===== src/doc_pkg.sv =====
// Package: register map, field layout, timing and types of the digital output channel
`default_nettype none
package doc_pkg;

  // ==========================================================================
  // Timing
  // ==========================================================================
  localparam int unsigned CLK_HZ      = 25_000_000;
  localparam int unsigned CLK_NS      = 1_000_000_000 / CLK_HZ;
  localparam int unsigned TICK_NS     = 100_000;                  // 0.1 ms base unit
  localparam int unsigned TICK_CYC    = (TICK_NS + CLK_NS - 1) / CLK_NS;
  localparam logic [11:0] TICK_LAST   = 12'(TICK_CYC - 1);
  localparam logic [11:0] TICK_ZERO   = 12'h000;

  // ==========================================================================
  // Register byte addresses
  // ==========================================================================
  localparam logic [4:0]  ADDR_CTRL   = 5'h00;
  localparam logic [4:0]  ADDR_LOW    = 5'h04;
  localparam logic [4:0]  ADDR_HIGH   = 5'h08;
  localparam logic [4:0]  ADDR_TOTAL  = 5'h0C;
  localparam logic [4:0]  ADDR_DELAY  = 5'h10;
  localparam logic [4:0]  ADDR_CMD    = 5'h14;
  localparam logic [4:0]  ADDR_STATUS = 5'h18;

  // ==========================================================================
  // Field positions
  // ==========================================================================
  localparam int unsigned CTRL_MODE_LSB = 0;
  localparam int unsigned CTRL_FIXED    = 2;
  localparam int unsigned CTRL_LEVEL    = 3;
  localparam int unsigned CMD_APPLY     = 0;
  localparam int unsigned CMD_START     = 1;
  localparam int unsigned CMD_STOP      = 2;
  localparam int unsigned ST_LEVEL      = 0;
  localparam int unsigned ST_RUN        = 1;
  localparam int unsigned ST_MODE_LSB   = 2;
  localparam int unsigned ST_PEND       = 4;
  localparam int unsigned ST_COUNT_LSB  = 16;

  // ==========================================================================
  // Widths and reset values
  // ==========================================================================
  localparam int unsigned CNT_W   = 16;
  localparam logic [15:0] CNT_ZERO = 16'h0000;
  localparam logic [15:0] CNT_ONE  = 16'h0001;
  localparam logic [31:0] WORD_ZERO = 32'h0000_0000;

  // ==========================================================================
  // Types
  // ==========================================================================
  typedef enum logic [1:0] {
    MODE_DIRECT = 2'b00,
    MODE_PULSE  = 2'b01,
    MODE_RISE   = 2'b10,   // delayed_rise_mode
    MODE_FALL   = 2'b11    // delayed_fall_mode
  } doc_mode_t;

  typedef enum logic [1:0] {
    PH_IDLE = 2'b00,
    PH_LOW  = 2'b01,
    PH_HIGH = 2'b10
  } doc_phase_t;

  typedef struct packed {
    doc_mode_t        mode;
    logic             fixed;
    logic [CNT_W-1:0] low_w;
    logic [CNT_W-1:0] high_w;
    logic [CNT_W-1:0] total;
    logic [CNT_W-1:0] delay;
  } doc_cfg_t;

  localparam doc_cfg_t CFG_RESET = '{MODE_DIRECT, 1'b0, CNT_ZERO, CNT_ZERO, CNT_ZERO, CNT_ZERO};

endpackage : doc_pkg
`default_nettype wire


===== src/doc_channel.sv =====
// Digital output channel: direct, pulse and delayed-edge modes behind an Avalon-MM slave
//
// Local design decisions: register access over Avalon-MM and the address map.
`timescale 1ns/10ps
`default_nettype none
module doc_channel
  import doc_pkg::*;
(
  input  wire logic        clk_i,
  input  wire logic        rst_n_i,
  input  wire logic [4:0]  avs_address_i,
  input  wire logic        avs_read_i,
  input  wire logic        avs_write_i,
  input  wire logic [31:0] avs_writedata_i,
  input  wire logic [3:0]  avs_byteenable_i,
  output logic      [31:0] avs_readdata_o,
  output logic             avs_waitrequest_o,
  output logic             dout_o
);

  // ==========================================================================
  // Helpers
  // ==========================================================================
  // Byte-lane merge for partial writes
  function automatic logic [31:0] be_merge(input logic [31:0] old_v,
                                           input logic [31:0] new_v,
                                           input logic [3:0]  be);
    logic [31:0] r;
    r = old_v;
    for (int i = 0; i < 4; i++) begin
      if (be[i]) begin
        r[8*i +: 8] = new_v[8*i +: 8];
      end
    end
    return r;
  endfunction

  // True when a tick count has reached its limit; a limit of zero ends on first tick
  function automatic logic span_done(input logic [CNT_W-1:0] cnt,
                                     input logic [CNT_W-1:0] lim);
    return ({1'b0, cnt} + {1'b0, CNT_ONE}) >= {1'b0, lim};
  endfunction

  // Word select of a byte address; the two low bits never select anything
  function automatic logic reg_hit(input logic [4:0] addr,
                                   input logic [4:0] base);
    return addr[4:2] == base[4:2];
  endfunction

  // Zero-extend a 16-bit field to a bus word
  function automatic logic [31:0] field_word(input logic [CNT_W-1:0] v);
    return {16'h0000, v};
  endfunction

  // Counter step shared by the pulse and delay counters
  function automatic logic [CNT_W-1:0] bump(input logic [CNT_W-1:0] cnt);
    return cnt + CNT_ONE;
  endfunction

  // ==========================================================================
  // State
  // ==========================================================================
  doc_cfg_t         stage_reg;      // Written by software, not yet in use
  doc_cfg_t         act_reg;        // Configuration in force
  logic             level_reg;      // Commanded output level

  // Bus handshake
  logic             wait_reg;
  logic [31:0]      rdata_reg;

  // Prescaler
  logic [11:0]      pre_reg;
  logic             tick_reg;

  // Pulse engine
  doc_phase_t       phase_reg;
  doc_phase_t       phase_next;
  logic [CNT_W-1:0] ph_cnt_reg;
  logic [CNT_W-1:0] ph_cnt_next;
  logic [CNT_W-1:0] pcnt_reg;
  logic [CNT_W-1:0] pcnt_next;

  // Delay counter and output
  logic [CNT_W-1:0] dly_cnt_reg;
  logic [CNT_W-1:0] dly_cnt_next;
  logic             out_reg;
  logic             out_next;

  // ==========================================================================
  // Bus decode
  // ==========================================================================
  // One wait cycle per access: read data captured while waitrequest is high
  wire logic        req      = avs_read_i | avs_write_i;
  wire logic        rd_take  = avs_read_i & wait_reg;
  wire logic        wr_take  = avs_write_i & ~wait_reg;
  wire logic        sel_ctrl = reg_hit(avs_address_i, ADDR_CTRL);
  wire logic        sel_low  = reg_hit(avs_address_i, ADDR_LOW);
  wire logic        sel_high = reg_hit(avs_address_i, ADDR_HIGH);
  wire logic        sel_tot  = reg_hit(avs_address_i, ADDR_TOTAL);
  wire logic        sel_dly  = reg_hit(avs_address_i, ADDR_DELAY);
  wire logic        sel_cmd  = reg_hit(avs_address_i, ADDR_CMD);
  wire logic        sel_st   = reg_hit(avs_address_i, ADDR_STATUS);

  // Register views as words
  wire logic [31:0] ctrl_word = {28'h000_0000, level_reg, stage_reg.fixed, stage_reg.mode};
  wire logic [31:0] low_word  = field_word(stage_reg.low_w);
  wire logic [31:0] high_word = field_word(stage_reg.high_w);
  wire logic [31:0] tot_word  = field_word(stage_reg.total);
  wire logic [31:0] dly_word  = field_word(stage_reg.delay);

  // Merged write values
  wire logic [31:0] ctrl_wr = be_merge(ctrl_word, avs_writedata_i, avs_byteenable_i);
  wire logic [31:0] low_wr  = be_merge(low_word,  avs_writedata_i, avs_byteenable_i);
  wire logic [31:0] high_wr = be_merge(high_word, avs_writedata_i, avs_byteenable_i);
  wire logic [31:0] tot_wr  = be_merge(tot_word,  avs_writedata_i, avs_byteenable_i);
  wire logic [31:0] dly_wr  = be_merge(dly_word,  avs_writedata_i, avs_byteenable_i);
  wire logic [31:0] cmd_wr  = be_merge(WORD_ZERO, avs_writedata_i, avs_byteenable_i);

  // Command strobes, one cycle each
  wire logic        cmd_hit   = wr_take & sel_cmd;
  wire logic        do_apply  = cmd_hit & cmd_wr[CMD_APPLY];
  wire logic        do_stop   = cmd_hit & cmd_wr[CMD_STOP];
  wire logic        do_start  = cmd_hit & cmd_wr[CMD_START];

  // ==========================================================================
  // Status and read mux
  // ==========================================================================
  wire logic        running   = phase_reg != PH_IDLE;
  wire logic        pending;
  wire logic [31:0] st_word;
  assign st_word = (32'(out_reg) << ST_LEVEL)
                 | (32'(running) << ST_RUN)
                 | (32'(act_reg.mode) << ST_MODE_LSB)
                 | (32'(pending) << ST_PEND)
                 | (32'(pcnt_reg) << ST_COUNT_LSB);

  // Unmapped addresses and the command register read as zero
  wire logic [31:0] rd_word = sel_ctrl ? ctrl_word :
                              sel_low  ? low_word  :
                              sel_high ? high_word :
                              sel_tot  ? tot_word  :
                              sel_dly  ? dly_word  :
                              sel_st   ? st_word   : WORD_ZERO;

  // ==========================================================================
  // Avalon handshake
  // ==========================================================================
  // Waitrequest idles high so no access can slip through unanswered
  always_ff @(posedge clk_i or negedge rst_n_i) begin
    if (!rst_n_i) begin
      wait_reg  <= 1'b1;
      rdata_reg <= WORD_ZERO;
    end else begin
      wait_reg <= wait_reg ? ~req : 1'b1;
      if (rd_take) begin
        rdata_reg <= rd_word;
      end
    end
  end

  // ==========================================================================
  // Staged configuration and level command
  // ==========================================================================
  // Staged fields wait for apply so a half-written setup never runs
  always_ff @(posedge clk_i or negedge rst_n_i) begin
    if (!rst_n_i) begin
      stage_reg <= CFG_RESET;
      level_reg <= 1'b0;
    end else if (wr_take) begin
      if (sel_ctrl) begin
        stage_reg.mode  <= doc_mode_t'(ctrl_wr[CTRL_MODE_LSB +: 2]);
        stage_reg.fixed <= ctrl_wr[CTRL_FIXED];
        level_reg       <= ctrl_wr[CTRL_LEVEL];
      end
      if (sel_low) begin
        stage_reg.low_w <= low_wr[CNT_W-1:0];
      end
      if (sel_high) begin
        stage_reg.high_w <= high_wr[CNT_W-1:0];
      end
      if (sel_tot) begin
        stage_reg.total <= tot_wr[CNT_W-1:0];
      end
      if (sel_dly) begin
        stage_reg.delay <= dly_wr[CNT_W-1:0];
      end
    end
  end

  // Apply copies the whole staged set into use
  always_ff @(posedge clk_i or negedge rst_n_i) begin
    if (!rst_n_i) begin
      act_reg <= CFG_RESET;
    end else if (do_apply) begin
      act_reg <= stage_reg;
    end
  end

  // ==========================================================================
  // 0.1 ms prescaler
  // ==========================================================================
  // Wrap point of the prescaler, shared by the tick and the reload
  wire logic pre_wrap = pre_reg == TICK_LAST;

  // Free running: a start may see up to one tick of phase jitter
  always_ff @(posedge clk_i or negedge rst_n_i) begin
    if (!rst_n_i) begin
      pre_reg  <= TICK_ZERO;
      tick_reg <= 1'b0;
    end else begin
      tick_reg <= pre_wrap;
      pre_reg  <= pre_wrap ? TICK_ZERO : pre_reg + 12'h001;
    end
  end

  // ==========================================================================
  // Pulse engine
  // ==========================================================================
  // A bounded run with a zero total has nothing to emit and never starts
  wire logic pulse_act = act_reg.mode == MODE_PULSE;
  wire logic start_go  = do_start & pulse_act & ~(act_reg.fixed & (act_reg.total == CNT_ZERO));
  wire logic halt      = do_stop | do_apply;
  wire logic [CNT_W-1:0] pcnt_inc = bump(pcnt_reg);

  // Each period is a low span followed by a high span
  always_comb begin
    phase_next  = phase_reg;
    ph_cnt_next = ph_cnt_reg;
    pcnt_next   = pcnt_reg;
    if (halt) begin
      phase_next = PH_IDLE;
    end else if (start_go) begin
      phase_next  = PH_LOW;
      ph_cnt_next = CNT_ZERO;
      pcnt_next   = CNT_ZERO;
    end else if (tick_reg) begin
      unique case (phase_reg)
        PH_IDLE: begin
          phase_next = PH_IDLE;
        end
        PH_LOW: begin
          if (span_done(ph_cnt_reg, act_reg.low_w)) begin
            phase_next  = PH_HIGH;
            ph_cnt_next = CNT_ZERO;
          end else begin
            ph_cnt_next = ph_cnt_reg + CNT_ONE;
          end
        end
        PH_HIGH: begin
          if (span_done(ph_cnt_reg, act_reg.high_w)) begin
            pcnt_next   = pcnt_inc;
            ph_cnt_next = CNT_ZERO;
            if (act_reg.fixed && pcnt_inc >= act_reg.total) begin
              phase_next = PH_IDLE;
            end else begin
              phase_next = PH_LOW;
            end
          end else begin
            ph_cnt_next = ph_cnt_reg + CNT_ONE;
          end
        end
        default: begin
          phase_next = PH_IDLE;
        end
      endcase
    end
  end

  // Pulse engine registers
  always_ff @(posedge clk_i or negedge rst_n_i) begin
    if (!rst_n_i) begin
      phase_reg  <= PH_IDLE;
      ph_cnt_reg <= CNT_ZERO;
      pcnt_reg   <= CNT_ZERO;
    end else begin
      phase_reg  <= phase_next;
      ph_cnt_reg <= ph_cnt_next;
      pcnt_reg   <= pcnt_next;
    end
  end

  // ==========================================================================
  // Delayed-edge logic and output
  // ==========================================================================
  // Only the guarded edge waits; the opposite edge passes at once
  wire logic rise_wait = (act_reg.mode == MODE_RISE) & level_reg & ~out_reg;
  wire logic fall_wait = (act_reg.mode == MODE_FALL) & ~level_reg & out_reg;
  assign pending = rise_wait | fall_wait;

  // Zero delay passes at once; otherwise the edge waits for its last tick
  wire logic dly_hit = (act_reg.delay == CNT_ZERO)
                     | (tick_reg & span_done(dly_cnt_reg, act_reg.delay));

  // Counter clears whenever nothing waits, which also cancels a pending edge
  always_comb begin
    dly_cnt_next = CNT_ZERO;
    if (pending && tick_reg) begin
      dly_cnt_next = bump(dly_cnt_reg);
    end else if (pending) begin
      dly_cnt_next = dly_cnt_reg;
    end
  end

  // Output selection per mode in force
  always_comb begin
    if (pending) begin
      out_next = dly_hit ? level_reg : out_reg;
    end else if (pulse_act) begin
      out_next = phase_reg == PH_HIGH;
    end else begin
      out_next = level_reg;
    end
  end

  // Delay counter and output flop
  always_ff @(posedge clk_i or negedge rst_n_i) begin
    if (!rst_n_i) begin
      dly_cnt_reg <= CNT_ZERO;
      out_reg     <= 1'b0;
    end else begin
      dly_cnt_reg <= dly_cnt_next;
      out_reg     <= out_next;
    end
  end

  // ==========================================================================
  // Outputs
  // ==========================================================================
  // Every output comes straight from a flop
  assign avs_readdata_o    = rdata_reg;
  assign avs_waitrequest_o = wait_reg;
  assign dout_o            = out_reg;

endmodule : doc_channel // doc_channel
`default_nettype wire


===== config.mk =====
export PLATFORM = sky130hd
export DESIGN_NAME = doc_channel
export DESIGN_NICKNAME = d
export VERILOG_FILES = /design/src/doc_pkg.sv /design/src/doc_channel.sv
export SDC_FILE = /design/constraint.sdc
export NUM_CORES = 1
export LEC_CHECK = 0
export CAP_MARGIN = 15
export CORE_UTILIZATION = 40
export DETAILED_ROUTE_END_ITERATION = 7
export DONT_BUFFER_PORTS = 1
export PLACE_DENSITY_LB_ADDON = 0.12
export SLEW_MARGIN = 20
export SYNTH_ARGS = -nofsm -noshare
export SYNTH_HDL_FRONTEND = slang
export SYNTH_SLANG_ARGS = --single-unit
export TNS_END_PERCENT = 1

===== constraint.sdc =====
create_clock -name clk_i -period 5.8 [get_ports clk_i]
set_input_delay 1.16 -clock clk_i [delete_from_list [all_inputs] [get_ports clk_i]]
set_output_delay 1.16 -clock clk_i [all_outputs]
set_load 0.01 [all_outputs]

==> results summary <==
The maximum cell stage delay along the critical path came out at 0.49 ns. The later-pin clock latency in the skew report came out at 0.54 ns. The share of Yosys cell area claimed by the top area cell type is 0.480. The width of the die came out at 176 um. The final hold violation count came to 0. Dividing the synthesized area by the synthesized cell count gives 11.1 um^2. The synthesis-to-finish area growth came out at 10.1%. The die outline height came out at 176 um. The sum of negative setup slack is 0 ns.

The HPWL reported at the end of detailed placement is 19900 um. The residual overflow from global routing came out at 0. The number of clock sinks seen by CTS is 232. For this run, the top clock speed supported by timing is 245 MHz. The final layout net count came out at 1172. The portion of total power attributed to the clock network came out at 0.426. CTS placed an instance of sky130_fd_sc_hd__clkbuf_16 at the clock tree root.

In this run, CTS created clock tree buffers numbering 27. After clock tree synthesis, the flow added hold-fix buffers numbering 0. Yosys attributes the largest share of cell area to sky130_fd_sc_hd__dfrtp_1 (48%), sky130_fd_sc_hd__mux2_2 (14%), sky130_fd_sc_hd__ha_1 (7.1%), sky130_fd_sc_hd__xor2_1 (2.5%), sky130_fd_sc_hd__xnor2_1 (2.3%).

The highest-delay cell along the critical path is sky130_fd_sc_hd__a41o_1. The min-delay analysis places its worst path in the category in2async. The first global-routing pass estimated 46200 um of wire. Dividing the final minimum period by the clock period gives 0.703. The final critical path time including I/O delays and setup came out at 4.08 ns. The type of the worst setup path is reg2reg. Gates resized during post-CTS repair numbered 0. The net count of the mapped netlist came out at 1194. For the final database, setup skew stands at 0.0146 ns. The largest total area in the synthesized netlist belongs to sky130_fd_sc_hd__dfrtp_1.

The final route contains 7918 vias. The worst endpoint required time is 6.27 ns. The number of warning messages in the yosys log came out at 0. Of the synthesized area, sequential elements account for 0.482. Summing all non-filler instances in the final layout gives an area of 13300 um^2. The number of antenna violations at the first check in global routing is 1. The post-place instance area is 12300 um^2. In the routed design, unresolved DRC markers number 0.

The fraction of power spent switching nets came out at 0.252. At the end of routability-driven placement, the weighted congestion stood at 0.801. The average routed wire per standard cell is 19.1 um. Clock-pin slew was measured on the worst setup and hold paths at 0.06 ns.

The fraction of final layout cells with drive strength greater than 1 came out at 0.201. 79 I/O pins were placed. TritonCTS built the clock tree. The largest net degree at the start of global routing came out at 233.

The floorplan has 63 rows. The internal power consumption is 0.00308 W. Yosys instantiated no cell more often than sky130_fd_sc_hd__dfrtp_1. In this run the worst path has a maximum fanout of 13. The total detailed-routing wirelength is 28100 um. The critical path data arrival time came out at 4.55 ns. The count of buffers added on input and output ports is 0. In this run, synthesis inferred 0 flip-flops with an integrated enable.

The via count normalized by instance count came out at 5.39. The run finished with clean final reports. The sequential cell fraction of total power came out at 0.472.

The max-slew violation total from the final report came out at 0. The remaining antenna violation count came out at 0. The initial standard-cell utilization of the core came out at 0.406. In this run the number of H-tree levels came out at 1. The via count of the first global-routing pass was 8120. Walking the worst path, the cells encountered are and3_1 > nand3_1 > nor2_1 > nand2_1 > nor2_1 > xor2_1 > ha_1 > a21oi_1 > a21oi_1 > o31ai_1 > a41o_1 > a21o_1 > mux2_2. In this run, distinct cell masters in the synthesized netlist total 63. Setup repair after global routing left no endpoint under its margin. The post-synthesis cell count came out at 1081. At the pin with the least slew margin, the transition time is 0.973 ns.

The pre-antenna-repair detailed-routing pass consisted of 5 iterations. The number of flip-flops and latches in the synthesized netlist came out at 232. The net switching power figure came out at 0.00104 W. For this run, the leading register cell type out of synthesis is sky130_fd_sc_hd__dfrtp_1. The placeable core area came out at 29600 um^2. Dividing total power by cell area gives a power density of 311 nW/um^2. STA classifies the critical path endpoint as a flip-flop.

The reported max-cap violation count came out at 0. For this run, the total global-route usage over all layers was measured as 0.190. Setup violations remaining at the end of the flow were counted as 0. The number of antenna cells inserted is 0. In the synthesized netlist the async set-or-reset flop fraction comes to 1.00. The detailed router finished its first iteration with 418 violations. The cell area that synthesis handed to floorplanning was 12000 um^2.

The leakage power summed over all cells came out at 6.11 nW. In this run the tightest slew margin relative to its limit is 0.351. The worst hold slack is 0.325 ns. The maximum count of clock buffers along a single path came out at 3. The register with the most flip-flops in the layout has 67 of them.

The die covers 30800 um^2. The part of the power in combinational logic is 0.102. The number of buffers inserted by post-CTS setup repair came out at 0. By count the netlist is led by sky130_fd_sc_hd__dfrtp_1 (231), sky130_fd_sc_hd__mux2_2 (146), sky130_fd_sc_hd__inv_1 (71). The maximum vdd ir drop came out at 206 uV. The worst setup path is launched from a flip-flop.
-- cells in the final DEF (no fill, tap or decap), types with 17 or more instances in the layout --
cell / n
sky130_fd_sc_hd__a21oi_1: 35
sky130_fd_sc_hd__a22o_1: 27
sky130_fd_sc_hd__and3_1: 17
sky130_fd_sc_hd__clkbuf_16: 27
sky130_fd_sc_hd__dfrtp_1: 231
sky130_fd_sc_hd__ha_1: 68
sky130_fd_sc_hd__inv_1: 71
sky130_fd_sc_hd__mux2_2: 146
sky130_fd_sc_hd__nand2_1: 64
sky130_fd_sc_hd__nand3_1: 44
sky130_fd_sc_hd__nand4_1: 22
sky130_fd_sc_hd__nor2_1: 56
sky130_fd_sc_hd__o21ai_0: 38
sky130_fd_sc_hd__xnor2_1: 32
sky130_fd_sc_hd__xor2_1: 34
-- metal layers --
layer  up-vias  part of all wire  global-route usage
met1      3959              0.49               0.273
met4         2             0.023              0.0478
met5         -           0.00046                   0
met2       110              0.45               0.295
met3        38             0.040              0.0366
li1       3809                 -                   -
-- power groups by stage --
stage	logic [W]	registers, W	clock network [W]
floorplan	0.000347	0.00191	0
global placement	0.000418	0.00197	0
detailed placement	0.000424	0.00198	0
CTS	0.000427	0.00195	0.00180
global route	0.000478	0.00197	0.00186
finish	0.000422	0.00194	0.00175
-- logic make-up (layout without fill, tap and decap cells) --
family,count (synthesis),in the layout,synth area share
buf+inv,126,125,0.0423
fa+ha+maj,68,68,0.0706
simple gates,253,253,0.106
flops,232,232,0.482
xor+xnor,66,66,0.0480
mux,162,162,0.151
compound gates,174,174,0.0999
-- area by class of cell --
class	instances	area (um^2)
multi-input cells	723	5740
well taps	390	488
clock inverters	12	141
flip-flops and latches	232	5810
repair buffers	4	30.0
inverters	71	267
fillers	2804	16400
clock buffers	38	787
-- final timing paths --
kind / slack [ns] / start / end / cells past startpoint
max reg2reg: 1.72 / ph_cnt_reg[0] / pcnt_reg[0] / 13
max in group asynchronous: 4.86 / rst_n_i / act_reg[21] / 0
max: 1.72 / ph_cnt_reg[0] / pcnt_reg[0] / 13
min reg2reg: 0.48 / pre_reg[0] / pre_reg[0] / 1
min in group clk_i: 0.48 / pre_reg[0] / pre_reg[0] / 1
min: 0.33 / rst_n_i / avs_readdata_o[28] / 0
-- critical path: cells and delay by family (launching register included) --
kind                       cells  cell delay [ns]
AOI/OAI and AO/OA              5             1.65
and+or+nand+nor                5             1.00
DFF                            1             0.48
xor gates and xnor gates       1             0.33
adders and majority gates      1             0.33
muxes                          1             0.23
-- metrics by stage --
stage | instances | util | power, W | setup slack (ns)
detailed placement | 1420 | 0.416 | 0.00240 | 1.77
global placement | 1420 | 0.416 | 0.00239 | 1.79
global route | 1470 | 0.447 | 0.00431 | 1.31
CTS | 1470 | 0.447 | 0.00418 | 1.73
finish | 1470 | 0.447 | 0.00412 | 1.72
floorplan | 1081 | - | 0.00225 | 2.62
(Power assumes the default switching activity.)
